[src/dtiu_pkg.sv]
// Package for the dual timer and interrupt unit: port numbers, field layout,
// reset values, source indices and vectors.
// Assumes a single clock domain shared with the processor core.
package dtiu_pkg;
	// Command port numbers seen on the core's output-port bus.
	localparam logic [4:0] DTIU_PORT_TIMER_A_CMD = 5'h1c;
	localparam logic [4:0] DTIU_PORT_TIMER_B_CMD = 5'h1d;
	// Command field layout.
	localparam int DTIU_MODE_HI = 3;
	localparam int DTIU_MODE_LO = 2;
	localparam int DTIU_RATE_HI = 1;
	localparam int DTIU_RATE_LO = 0;
	localparam logic [1:0] DTIU_MODE_STOP = 2'h0;
	localparam logic [1:0] DTIU_MODE_TIMER = 2'h2;
	localparam logic [3:0] DTIU_CMD_RESET = 4'h0;
	// Prescaler tap positions for rate codes 00..11 (divide by 2^5,2^7,2^11,2^15).
	localparam int DTIU_TAP0 = 4;
	localparam int DTIU_TAP1 = 6;
	localparam int DTIU_TAP2 = 10;
	localparam int DTIU_TAP3 = 14;
	localparam int DTIU_PRESCALE_W = 15;
	// Count width and nibble select codes.
	localparam int DTIU_COUNT_W = 12;
	localparam logic [1:0] DTIU_NIB_LOW = 2'h0;
	localparam logic [1:0] DTIU_NIB_MID = 2'h1;
	localparam logic [1:0] DTIU_NIB_HIGH = 2'h2;
	// Latch bit positions of each source.
	localparam int DTIU_SRC_N = 6;
	localparam int DTIU_IL_EXT0 = 5;
	localparam int DTIU_IL_RSVD = 4;
	localparam int DTIU_IL_TMRA = 3;
	localparam int DTIU_IL_TMRB = 2;
	localparam int DTIU_IL_TICK = 1;
	localparam int DTIU_IL_EXT1 = 0;
	// Mask bit positions.
	localparam int DTIU_MASK_RSVD = 3;
	localparam int DTIU_MASK_TMRA = 2;
	localparam int DTIU_MASK_TMRB = 1;
	localparam int DTIU_MASK_EXT1 = 0;
	localparam logic [3:0] DTIU_MASK_RESET = 4'h0;
	localparam logic [5:0] DTIU_IL_RESET = 6'h00;
	// Vectors, indexed by latch bit position.
	localparam logic [11:0] DTIU_VEC_EXT0 = 12'h002;
	localparam logic [11:0] DTIU_VEC_RSVD = 12'h004;
	localparam logic [11:0] DTIU_VEC_TMRA = 12'h006;
	localparam logic [11:0] DTIU_VEC_TMRB = 12'h008;
	localparam logic [11:0] DTIU_VEC_TICK = 12'h00a;
	localparam logic [11:0] DTIU_VEC_EXT1 = 12'h00c;
	localparam logic [11:0] DTIU_VEC_NONE = 12'h000;
	localparam logic DTIU_SF_RESET = 1'b1;
endpackage : dtiu_pkg

[src/dtiu_timer.sv]
// One 12-bit up-counting timer with its own command port.
// Assumes the shared prescaler tap strobes are one-cycle pulses on the clock.
`timescale 1ns/1ps
module dtiu_timer
	import dtiu_pkg::*;
#(
	parameter int COUNT_W = DTIU_COUNT_W
) (
	input wire logic i_mclk,
	input wire logic i_resetn,
	input wire logic [3:0] i_rate_ticks, // One-cycle rising-edge strobes per rate code.
	input wire logic i_cmd_we, // Command port write strobe.
	input wire logic [3:0] i_cmd_data, // Command port data.
	input wire logic i_load_we, // Nibble preload strobe.
	input wire logic [1:0] i_nib_sel, // Nibble selected for load and read.
	input wire logic [3:0] i_load_data, // Nibble preload value.
	output logic [3:0] o_read_nibble, // Selected nibble of the count, registered.
	output logic o_overflow // One-cycle overflow request, registered.
);
	// ==========================================================
	// Command register
	logic [3:0] cmd_r; // Mode in bits 3:2, rate in bits 1:0.
	logic [COUNT_W-1:0] count_r; // Running count.
	logic tick; // Selected counting pulse.
	logic running; // Timer mode is selected.

	// The command port clears to stop mode with the fastest rate on reset.
	always_ff @(posedge i_mclk or negedge i_resetn) begin
		if (!i_resetn) begin
			cmd_r <= DTIU_CMD_RESET;
		end else if (i_cmd_we) begin
			cmd_r <= i_cmd_data;
		end
	end

	// Reserved modes count as stop so the counter never runs unintended.
	assign running = (cmd_r[DTIU_MODE_HI:DTIU_MODE_LO] == DTIU_MODE_TIMER);
	assign tick = i_rate_ticks[cmd_r[DTIU_RATE_HI:DTIU_RATE_LO]];

	// ==========================================================
	// Counter
	// A preload wins over a tick in the same cycle, the core's write is kept.
	always_ff @(posedge i_mclk or negedge i_resetn) begin
		if (!i_resetn) begin
			count_r <= '0;
		end else if (i_load_we) begin
			case (i_nib_sel)
				DTIU_NIB_LOW: count_r[3:0] <= i_load_data;
				DTIU_NIB_MID: count_r[7:4] <= i_load_data;
				DTIU_NIB_HIGH: count_r[11:8] <= i_load_data;
				default: count_r <= count_r;
			endcase
		end else if (running && tick) begin
			count_r <= count_r + 1'b1;
		end
	end

	// Overflow request pulses on the wrap from all ones to zero.
	always_ff @(posedge i_mclk or negedge i_resetn) begin
		if (!i_resetn) begin
			o_overflow <= 1'b0;
		end else begin
			o_overflow <= !i_load_we && running && tick && (&count_r);
		end
	end

	// Readback nibble, registered so it appears one cycle after the select.
	always_ff @(posedge i_mclk or negedge i_resetn) begin
		if (!i_resetn) begin
			o_read_nibble <= 4'h0;
		end else begin
			case (i_nib_sel)
				DTIU_NIB_LOW: o_read_nibble <= count_r[3:0];
				DTIU_NIB_MID: o_read_nibble <= count_r[7:4];
				DTIU_NIB_HIGH: o_read_nibble <= count_r[11:8];
				default: o_read_nibble <= 4'h0;
			endcase
		end
	end
endmodule : dtiu_timer

[src/dtiu_top.sv]
// Dual timer and prioritised interrupt controller of a 4-bit controller.
// Assumes the core presents port writes, timer nibble accesses, mask and latch
// writes and the return strobe as one-cycle pulses on the oscillator clock.
`timescale 1ns/1ps
module dtiu_top
	import dtiu_pkg::*;
#(
	parameter int COUNT_W = DTIU_COUNT_W,
	parameter int PRESCALE_W = DTIU_PRESCALE_W
) (
	input wire logic i_mclk, // Oscillator clock.
	input wire logic i_resetn, // Asynchronous active-low system reset.
	input wire logic i_port_we, // Output-port write strobe.
	input wire logic [4:0] i_port_addr, // Output-port number.
	input wire logic [3:0] i_port_data, // Output-port data.
	input wire logic i_tmr_we, // Timer nibble write strobe.
	input wire logic i_tmr_sel_b, // Selects timer B for nibble writes.
	input wire logic [1:0] i_tmr_nib, // Nibble select low, mid, high.
	input wire logic [3:0] i_tmr_wdata, // Nibble write value.
	input wire logic i_external_request_zero, // External request zero, one-cycle pulse.
	input wire logic i_external_request_one, // External request one, one-cycle pulse.
	input wire logic i_periodic_tick_request, // Time-base request, one-cycle pulse.
	input wire logic i_mask_we, // Mask register write strobe.
	input wire logic [3:0] i_mask_wdata, // New mask value.
	input wire logic i_latch_clr_we, // Latch write strobe, zeros clear.
	input wire logic [5:0] i_latch_keep, // Bits at zero clear their latch.
	input wire logic i_enable_we, // Global enable write strobe.
	input wire logic i_enable_wdata, // New global enable value.
	input wire logic i_flag_we, // Status flag update from the ALU.
	input wire logic i_flag_wdata, // New status flag value.
	input wire logic i_irq_ack, // Core accepts the request and takes the vector.
	input wire logic i_return_from_irq, // Return instruction executed.
	output logic [3:0] o_count_a_nibble, // Timer A selected nibble.
	output logic [3:0] o_count_b_nibble, // Timer B selected nibble.
	output logic o_irq_req, // A gated request is pending.
	output logic [11:0] o_irq_vector, // Vector of the winning source.
	output logic o_push_context, // One-cycle push of PC and flags.
	output logic o_pop_context, // One-cycle restore of PC and flags.
	output logic o_branch_condition_flag, // Status flag used by branches.
	output logic o_global_irq_enable, // Global enable state.
	output logic [3:0] o_source_gate, // Mask register state.
	output logic [5:0] o_request_latch // Latch state.
);
	// ==========================================================
	// Shared prescaler and rate strobes
	logic [PRESCALE_W-1:0] presc_r; // Free-running oscillator divider.
	logic [PRESCALE_W-1:0] presc_nxt; // Next divider value.
	logic [3:0] rate_ticks; // Rising edges of each tap.
	logic tmr_a_we; // Nibble preload for timer A.
	logic tmr_b_we; // Nibble preload for timer B.
	logic ovf_a; // Overflow request of timer A.
	logic ovf_b; // Overflow request of timer B.

	assign presc_nxt = presc_r + 1'b1;

	// A tap rises when it is low now and high on the next count.
	function automatic logic tap_rise(input logic [PRESCALE_W-1:0] cur,
			input logic [PRESCALE_W-1:0] nxt, input int tap);
		tap_rise = !cur[tap] && nxt[tap];
	endfunction : tap_rise

	assign rate_ticks[0] = tap_rise(presc_r, presc_nxt, DTIU_TAP0);
	assign rate_ticks[1] = tap_rise(presc_r, presc_nxt, DTIU_TAP1);
	assign rate_ticks[2] = tap_rise(presc_r, presc_nxt, DTIU_TAP2);
	assign rate_ticks[3] = tap_rise(presc_r, presc_nxt, DTIU_TAP3);

	// Divider runs from reset onward.
	always_ff @(posedge i_mclk or negedge i_resetn) begin
		if (!i_resetn) begin
			presc_r <= '0;
		end else begin
			presc_r <= presc_nxt;
		end
	end

	// Decode of a command port write for a given port number.
	function automatic logic port_hit(input logic we, input logic [4:0] addr,
			input logic [4:0] port);
		port_hit = we && (addr == port);
	endfunction : port_hit

	assign tmr_a_we = i_tmr_we && !i_tmr_sel_b;
	assign tmr_b_we = i_tmr_we && i_tmr_sel_b;

	// ==========================================================
	// The two timers, identical and independent
	dtiu_timer #(.COUNT_W(COUNT_W)) u_timer_a (
		.i_mclk(i_mclk),
		.i_resetn(i_resetn),
		.i_rate_ticks(rate_ticks),
		.i_cmd_we(port_hit(i_port_we, i_port_addr, DTIU_PORT_TIMER_A_CMD)),
		.i_cmd_data(i_port_data),
		.i_load_we(tmr_a_we),
		.i_nib_sel(i_tmr_nib),
		.i_load_data(i_tmr_wdata),
		.o_read_nibble(o_count_a_nibble),
		.o_overflow(ovf_a)
	);

	dtiu_timer #(.COUNT_W(COUNT_W)) u_timer_b (
		.i_mclk(i_mclk),
		.i_resetn(i_resetn),
		.i_rate_ticks(rate_ticks),
		.i_cmd_we(port_hit(i_port_we, i_port_addr, DTIU_PORT_TIMER_B_CMD)),
		.i_cmd_data(i_port_data),
		.i_load_we(tmr_b_we),
		.i_nib_sel(i_tmr_nib),
		.i_load_data(i_tmr_wdata),
		.o_read_nibble(o_count_b_nibble),
		.o_overflow(ovf_b)
	);

	// ==========================================================
	// Request latches
	logic [5:0] req_in; // Raw requests by latch position.
	logic [5:0] gated; // Latched requests that pass the gating.
	logic [5:0] grant; // One-hot winner.
	logic [5:0] grant_r; // Winner behind the vector the core now sees.
	logic [5:0] take; // Latch cleared by acceptance this cycle.
	logic [11:0] vec_nxt; // Vector of the winner.

	assign req_in[DTIU_IL_EXT0] = i_external_request_zero;
	assign req_in[DTIU_IL_RSVD] = 1'b0; // Reserved source never requests.
	assign req_in[DTIU_IL_TMRA] = ovf_a;
	assign req_in[DTIU_IL_TMRB] = ovf_b;
	assign req_in[DTIU_IL_TICK] = i_periodic_tick_request;
	assign req_in[DTIU_IL_EXT1] = i_external_request_one;

	// Acceptance clears the source whose vector was shown, not a later newcomer.
	assign take = (i_irq_ack && o_irq_req) ? grant_r : 6'h00;

	// A new request beats both software clear and acceptance clear.
	always_ff @(posedge i_mclk or negedge i_resetn) begin
		if (!i_resetn) begin
			o_request_latch <= DTIU_IL_RESET;
		end else begin
			o_request_latch <= ((o_request_latch & ~take)
				& (i_latch_clr_we ? i_latch_keep : 6'h3f))
				| req_in;
		end
	end

	// ==========================================================
	// Gating and priority
	// The time base source has no mask; only the global enable gates it.
	always_comb begin
		gated = 6'h00;
		if (o_global_irq_enable) begin
			gated[DTIU_IL_EXT0] = o_request_latch[DTIU_IL_EXT0];
			gated[DTIU_IL_RSVD] = o_request_latch[DTIU_IL_RSVD] && o_source_gate[DTIU_MASK_RSVD];
			gated[DTIU_IL_TMRA] = o_request_latch[DTIU_IL_TMRA] && o_source_gate[DTIU_MASK_TMRA];
			gated[DTIU_IL_TMRB] = o_request_latch[DTIU_IL_TMRB] && o_source_gate[DTIU_MASK_TMRB];
			gated[DTIU_IL_TICK] = o_request_latch[DTIU_IL_TICK];
			gated[DTIU_IL_EXT1] = o_request_latch[DTIU_IL_EXT1] && o_source_gate[DTIU_MASK_EXT1];
		end
	end

	// Highest latch position has highest priority.
	always_comb begin
		grant = 6'h00;
		vec_nxt = DTIU_VEC_NONE;
		if (gated[DTIU_IL_EXT0]) begin
			grant[DTIU_IL_EXT0] = 1'b1;
			vec_nxt = DTIU_VEC_EXT0;
		end else if (gated[DTIU_IL_RSVD]) begin
			grant[DTIU_IL_RSVD] = 1'b1;
			vec_nxt = DTIU_VEC_RSVD;
		end else if (gated[DTIU_IL_TMRA]) begin
			grant[DTIU_IL_TMRA] = 1'b1;
			vec_nxt = DTIU_VEC_TMRA;
		end else if (gated[DTIU_IL_TMRB]) begin
			grant[DTIU_IL_TMRB] = 1'b1;
			vec_nxt = DTIU_VEC_TMRB;
		end else if (gated[DTIU_IL_TICK]) begin
			grant[DTIU_IL_TICK] = 1'b1;
			vec_nxt = DTIU_VEC_TICK;
		end else if (gated[DTIU_IL_EXT1]) begin
			grant[DTIU_IL_EXT1] = 1'b1;
			vec_nxt = DTIU_VEC_EXT1;
		end
	end

	// Registered request and vector; both follow the latches one cycle later.
	always_ff @(posedge i_mclk or negedge i_resetn) begin
		if (!i_resetn) begin
			o_irq_req <= 1'b0;
			o_irq_vector <= DTIU_VEC_NONE;
			grant_r <= 6'h00;
		end else begin
			o_irq_req <= (|gated) && !(i_irq_ack && o_irq_req);
			o_irq_vector <= vec_nxt;
			grant_r <= grant;
		end
	end

	// ==========================================================
	// Enable, masks, status flag and context strobes
	// Acceptance clears the enable above any software write or return.
	always_ff @(posedge i_mclk or negedge i_resetn) begin
		if (!i_resetn) begin
			o_global_irq_enable <= 1'b0;
		end else if (i_irq_ack && o_irq_req) begin
			o_global_irq_enable <= 1'b0;
		end else if (i_return_from_irq) begin
			o_global_irq_enable <= 1'b1;
		end else if (i_enable_we) begin
			o_global_irq_enable <= i_enable_wdata;
		end
	end

	// Mask register, written by software only.
	always_ff @(posedge i_mclk or negedge i_resetn) begin
		if (!i_resetn) begin
			o_source_gate <= DTIU_MASK_RESET;
		end else if (i_mask_we) begin
			o_source_gate <= i_mask_wdata;
		end
	end

	// Status flag: set on acceptance, otherwise follows the ALU.
	always_ff @(posedge i_mclk or negedge i_resetn) begin
		if (!i_resetn) begin
			o_branch_condition_flag <= DTIU_SF_RESET;
		end else if (i_irq_ack && o_irq_req) begin
			o_branch_condition_flag <= 1'b1;
		end else if (i_flag_we) begin
			o_branch_condition_flag <= i_flag_wdata;
		end
	end

	// Push on acceptance, pop on return; the core moves PC and flags.
	always_ff @(posedge i_mclk or negedge i_resetn) begin
		if (!i_resetn) begin
			o_push_context <= 1'b0;
			o_pop_context <= 1'b0;
		end else begin
			o_push_context <= i_irq_ack && o_irq_req;
			o_pop_context <= i_return_from_irq;
		end
	end
endmodule : dtiu_top

[config.mk]
export PLATFORM = sky130hd
export DESIGN_NAME = dtiu_top
export DESIGN_NICKNAME = d
export VERILOG_FILES = /design/src/dtiu_pkg.sv /design/src/dtiu_timer.sv /design/src/dtiu_top.sv
export SDC_FILE = /design/constraint.sdc
export NUM_CORES = 1
export LEC_CHECK = 0
export ABC_AREA = 1
export BUFFER_PORTS_ARGS = -buffer_cell sky130_fd_sc_hd__clkbuf_2
export CAP_MARGIN = 20
export CORE_UTILIZATION = 50
export DETAILED_ROUTE_END_ITERATION = 8
export PLACE_DENSITY = 0.75
export SLEW_MARGIN = 20
export SYNTH_ARGS = -nofsm -noshare
export SYNTH_HDL_FRONTEND = slang
export SYNTH_SLANG_ARGS = --single-unit
[constraint.sdc]
create_clock -name i_mclk -period 5.8 [get_ports i_mclk]
set_input_delay 0.87 -clock i_mclk [delete_from_list [all_inputs] [get_ports i_mclk]]
set_output_delay 0.87 -clock i_mclk [all_outputs]
set_load 0.03 [all_outputs]
==> flow_summary.toml <==
[worst_setup_path]
worstRegToRegCells = 15
critical_path.cell_chain = "ha_1 > nand2_1 > nor2_2 > nand2_2 > nor3b_2 > nand2_1 > nor2_1 > ha_1 > nand2_1 > nand3_1 > nand3_4 > nand2_4 > inv_1 > nand2_1 > nand2_1"
critical_path_buf_inv_count = 1
reg2reg_slack_ns = 3.59
worst_path_most_repeated_cell = "nand2_1"
worstReg2RegEnd = "u_timer_a.count_r[8]"
path_max_fanout = 6
critPathTopFamily = "simple AND/OR/NAND/NOR gates"
cp_data_arrival_time_ns = 2.47
critical-path-max-stage-delay_ns = 0.38
critical_path_class = "register to register"
worst_r2r_startpoint = "presc_r[0]"
worst_setup_path_end_kind = "register"
cp_slowest_cell = "dfrtp_1"
worst-endpoint-required_ns = 6.06
worst_setup_path_start_kind = "register"

[timing]
finalHoldViolations = 0
skew_ns = 0.00971
rsz0062_at_grt = "no"
drv_slew = 0
final-setup-viol-count = 0
timing.final.crit_share = 0.381
final.min_clock_period_ns = 2.21
setup-tns-final_ns = 0
max_freq_mhz = 452

[grt]
grt_overflow_total = 0
grt_pass1_wl_um = 15900
grt_max_degree = 82
grt_pass1_vias = 3568
aggregate_global_route_resource_usage = 0.231
number_of_antenna_violations_at_the_first_check_in_global_routing = 0

[run_status]
status = "completed"

[cells_and_area]
drive_above_1_share = 0.192
area_growth_pct = 15.1
mostFrequentLayoutCell = "nand2_1"
total_inserted_antenna_cells = 0
final.fill_count = 727
leading_cell_types_in_the_layout_fill_and_taps_excluded = "nand2_1, dfrtp_1, inv_1, clkbuf_2, nor2_1"
nets = 647

[pwr]
pwr-share-seq = 0.469
finalPower_mw = 1.70
sw_share = 0.384
combinationalPowerShare = 0.276
ir_drop_mv = 0.189
power_switching_mw = 0.651
p_per_area_mw_per_mm2 = 346
cellLeakagePower_nw = 2.53
power_frac_clock = 0.256
power_report.internal_total_mw = 1.05

[floorplanning]
die_area_mm2 = 0.00890
design.portCount = 76
chipWidth_um = 94.3
coreArea_mm2 = 0.00822
core.rowCount = 33
floorplan.initialDensity = 0.519
die_h_um = 94.3

[synthesis]
synth.yosys.warnings = 0
yosys.cell_types.count = 38
ys_dominant_reg_cell = "dfrtp_1"
synth_enable_flop_cells = 0
async_flop_share = 1.00
ys_top_cells_by_area = "dfrtp_1, nand2_1, inv_1"
synth.cell_area_mm2 = 0.00426
seq_area_frac_synth = 0.476
synth_top_cell_by_area = "dfrtp_1"
synthesized_area_per_cell_um2 = 8.13
flop_and_latch_count_out_of_synthesis = 81
gate_count_of_the_mapped_netlist = 524
synth.top_cell.area_share = 0.470

[clocking]
cts_setup_buffers = 0
clock_tree.buffer_depth = 2
cts_hold_repair.buffers = 0
tritoncts = "built"
tritoncts_num_sinks = 81
cts_repair_resize_count = 0
clkSlewWorstSetupHoldPaths_ns = 0.09
cts_root_buffer = "clkbuf_8"
clk-insertion-delay-late_ns = 0.36
cts-buffers-inserted = 9
cts_htree_levels = 3

[min_path]
hp-class = "input pin to async pin"

[place]
globalplace.congestion = 0.906
io_buffers = 66
detailedPlacementHpwl_um = 6710

[detailed_routing]
drt.antenna.violating_nets = 0
routed_via_density = 5.19
detail_route.drc_violations = 0
routed-via-count = 3682
initialDrtViolationCount = 252
dr.pass1.iters = 5
postRouteWirelength_um = 9350
wl_cell_um = 13.2

[run]
cap_violations = 0
[state kept, by name (all words and copies together), names as in the netlist, 3 cells and up]
| signal | flops |
|---|---|
| o_source_gate | 4 |
| u_timer_b.cmd_r | 4 |
| o_request_latch | 6 |
| presc_r | 15 |
| u_timer_b.count_r | 12 |
| u_timer_a.cmd_r | 4 |
| grant_r | 6 |
| u_timer_a.o_read_nibble | 4 |
| u_timer_b.o_read_nibble | 4 |
| u_timer_a.count_r | 12 |
| o_irq_vector | 3 |
[through the flow]
step	cell area [um2]	worst slack, ns	hold WS [ns]	util	cells
2_1_floorplan	4290	3.83	0.394	-	532
3_3_place_gp	4670	3.71	0.398	0.569	692
3_5_place_dp	4670	3.62	0.436	0.569	692
4_1_cts	4880	3.56	0.443	0.594	708
5_1_grt	4910	3.33	0.397	0.597	709
6_report	4910	3.59	0.387	0.597	709
[layer usage]
layer  routed length, um  global-route usage
met1                4220               0.293
met2                4520               0.386
met3                 461              0.0453
met4                 151              0.0974
met5                   0                   0
[cell type report]
class,instances,area [um2],area share
Sequential cell,81,2030,0.413
Timing Repair Buffer,67,360,0.0734
Clock inverter,7,83.8,0.0171
Clock buffer,9,124,0.0252
Inverter,72,270,0.0551
Tap cell,105,131,0.0268
Multi-Input combinational cell,368,1910,0.389
[cell usage after synthesis (5+ instances only)]
master / n
o21ai_1: 14
inv_1: 66
ha_1: 7
inv_2: 5
o21bai_1: 5
nand3_1: 42
buf_4: 9
nand4_1: 7
a21oi_1: 14
nand2_1: 154
o221ai_1: 7
dfrtp_1: 80
o21ai_0: 13
xor2_1: 10
nor2_1: 48
[kinds of logic after synthesis]
| family | Yosys count | share of synthesized area |
|---|---|---|
| adder cells (fa/ha/maj) | 7 | 0.0206 |
| multiplexers | 4 | 0.0106 |
| other | 1 | 0.000880 |
| AND/OR/NAND/NOR | 276 | 0.294 |
| flip-flops | 81 | 0.476 |
| XOR/XNOR | 10 | 0.0206 |
| AO/OA/AOI/OAI | 62 | 0.0948 |
| buffers and inverters | 83 | 0.0831 |
[worst max path at each step]
stage | from | to | slack [ns] | cells past startpoint
final | presc_r[0] | u_timer_a.count_r[8] | 3.59 | 15
after global routing | presc_r[0] | u_timer_a.count_r[10] | 3.33 | 15
after CTS | presc_r[0] | u_timer_b.count_r[7] | 3.56 | 15
after detailed placement | presc_r[0] | u_timer_b.count_r[7] | 3.62 | 15
after global placement | presc_r[0] | u_timer_b.count_r[7] | 3.71 | 15
after floorplan | presc_r[0] | u_timer_b.count_r[7] | 3.83 | 15
[worst reg2reg max path, delay by kind of cell, from the launching register on]
family | cells | cell delay, ns
adders and majority gates | 2 | 0.37
and+or+nand+nor | 12 | 1.30
buffers and inverters | 1 | 0.07
DFF | 1 | 0.38
[power by group through the flow]
| stage | clock network, mW | registers, mW | logic [mW] |
|---|---|---|---|
| finish | 0.434 | 0.795 | 0.467 |
| CTS | 0.445 | 0.791 | 0.464 |
| global route | 0.467 | 0.812 | 0.530 |
| detailed placement | 0 | 0.801 | 0.461 |
| floorplan | 0 | 0.838 | 0.284 |
| global placement | 0 | 0.798 | 0.448 |
Note: power is estimated with default switching activity, not from simulation.
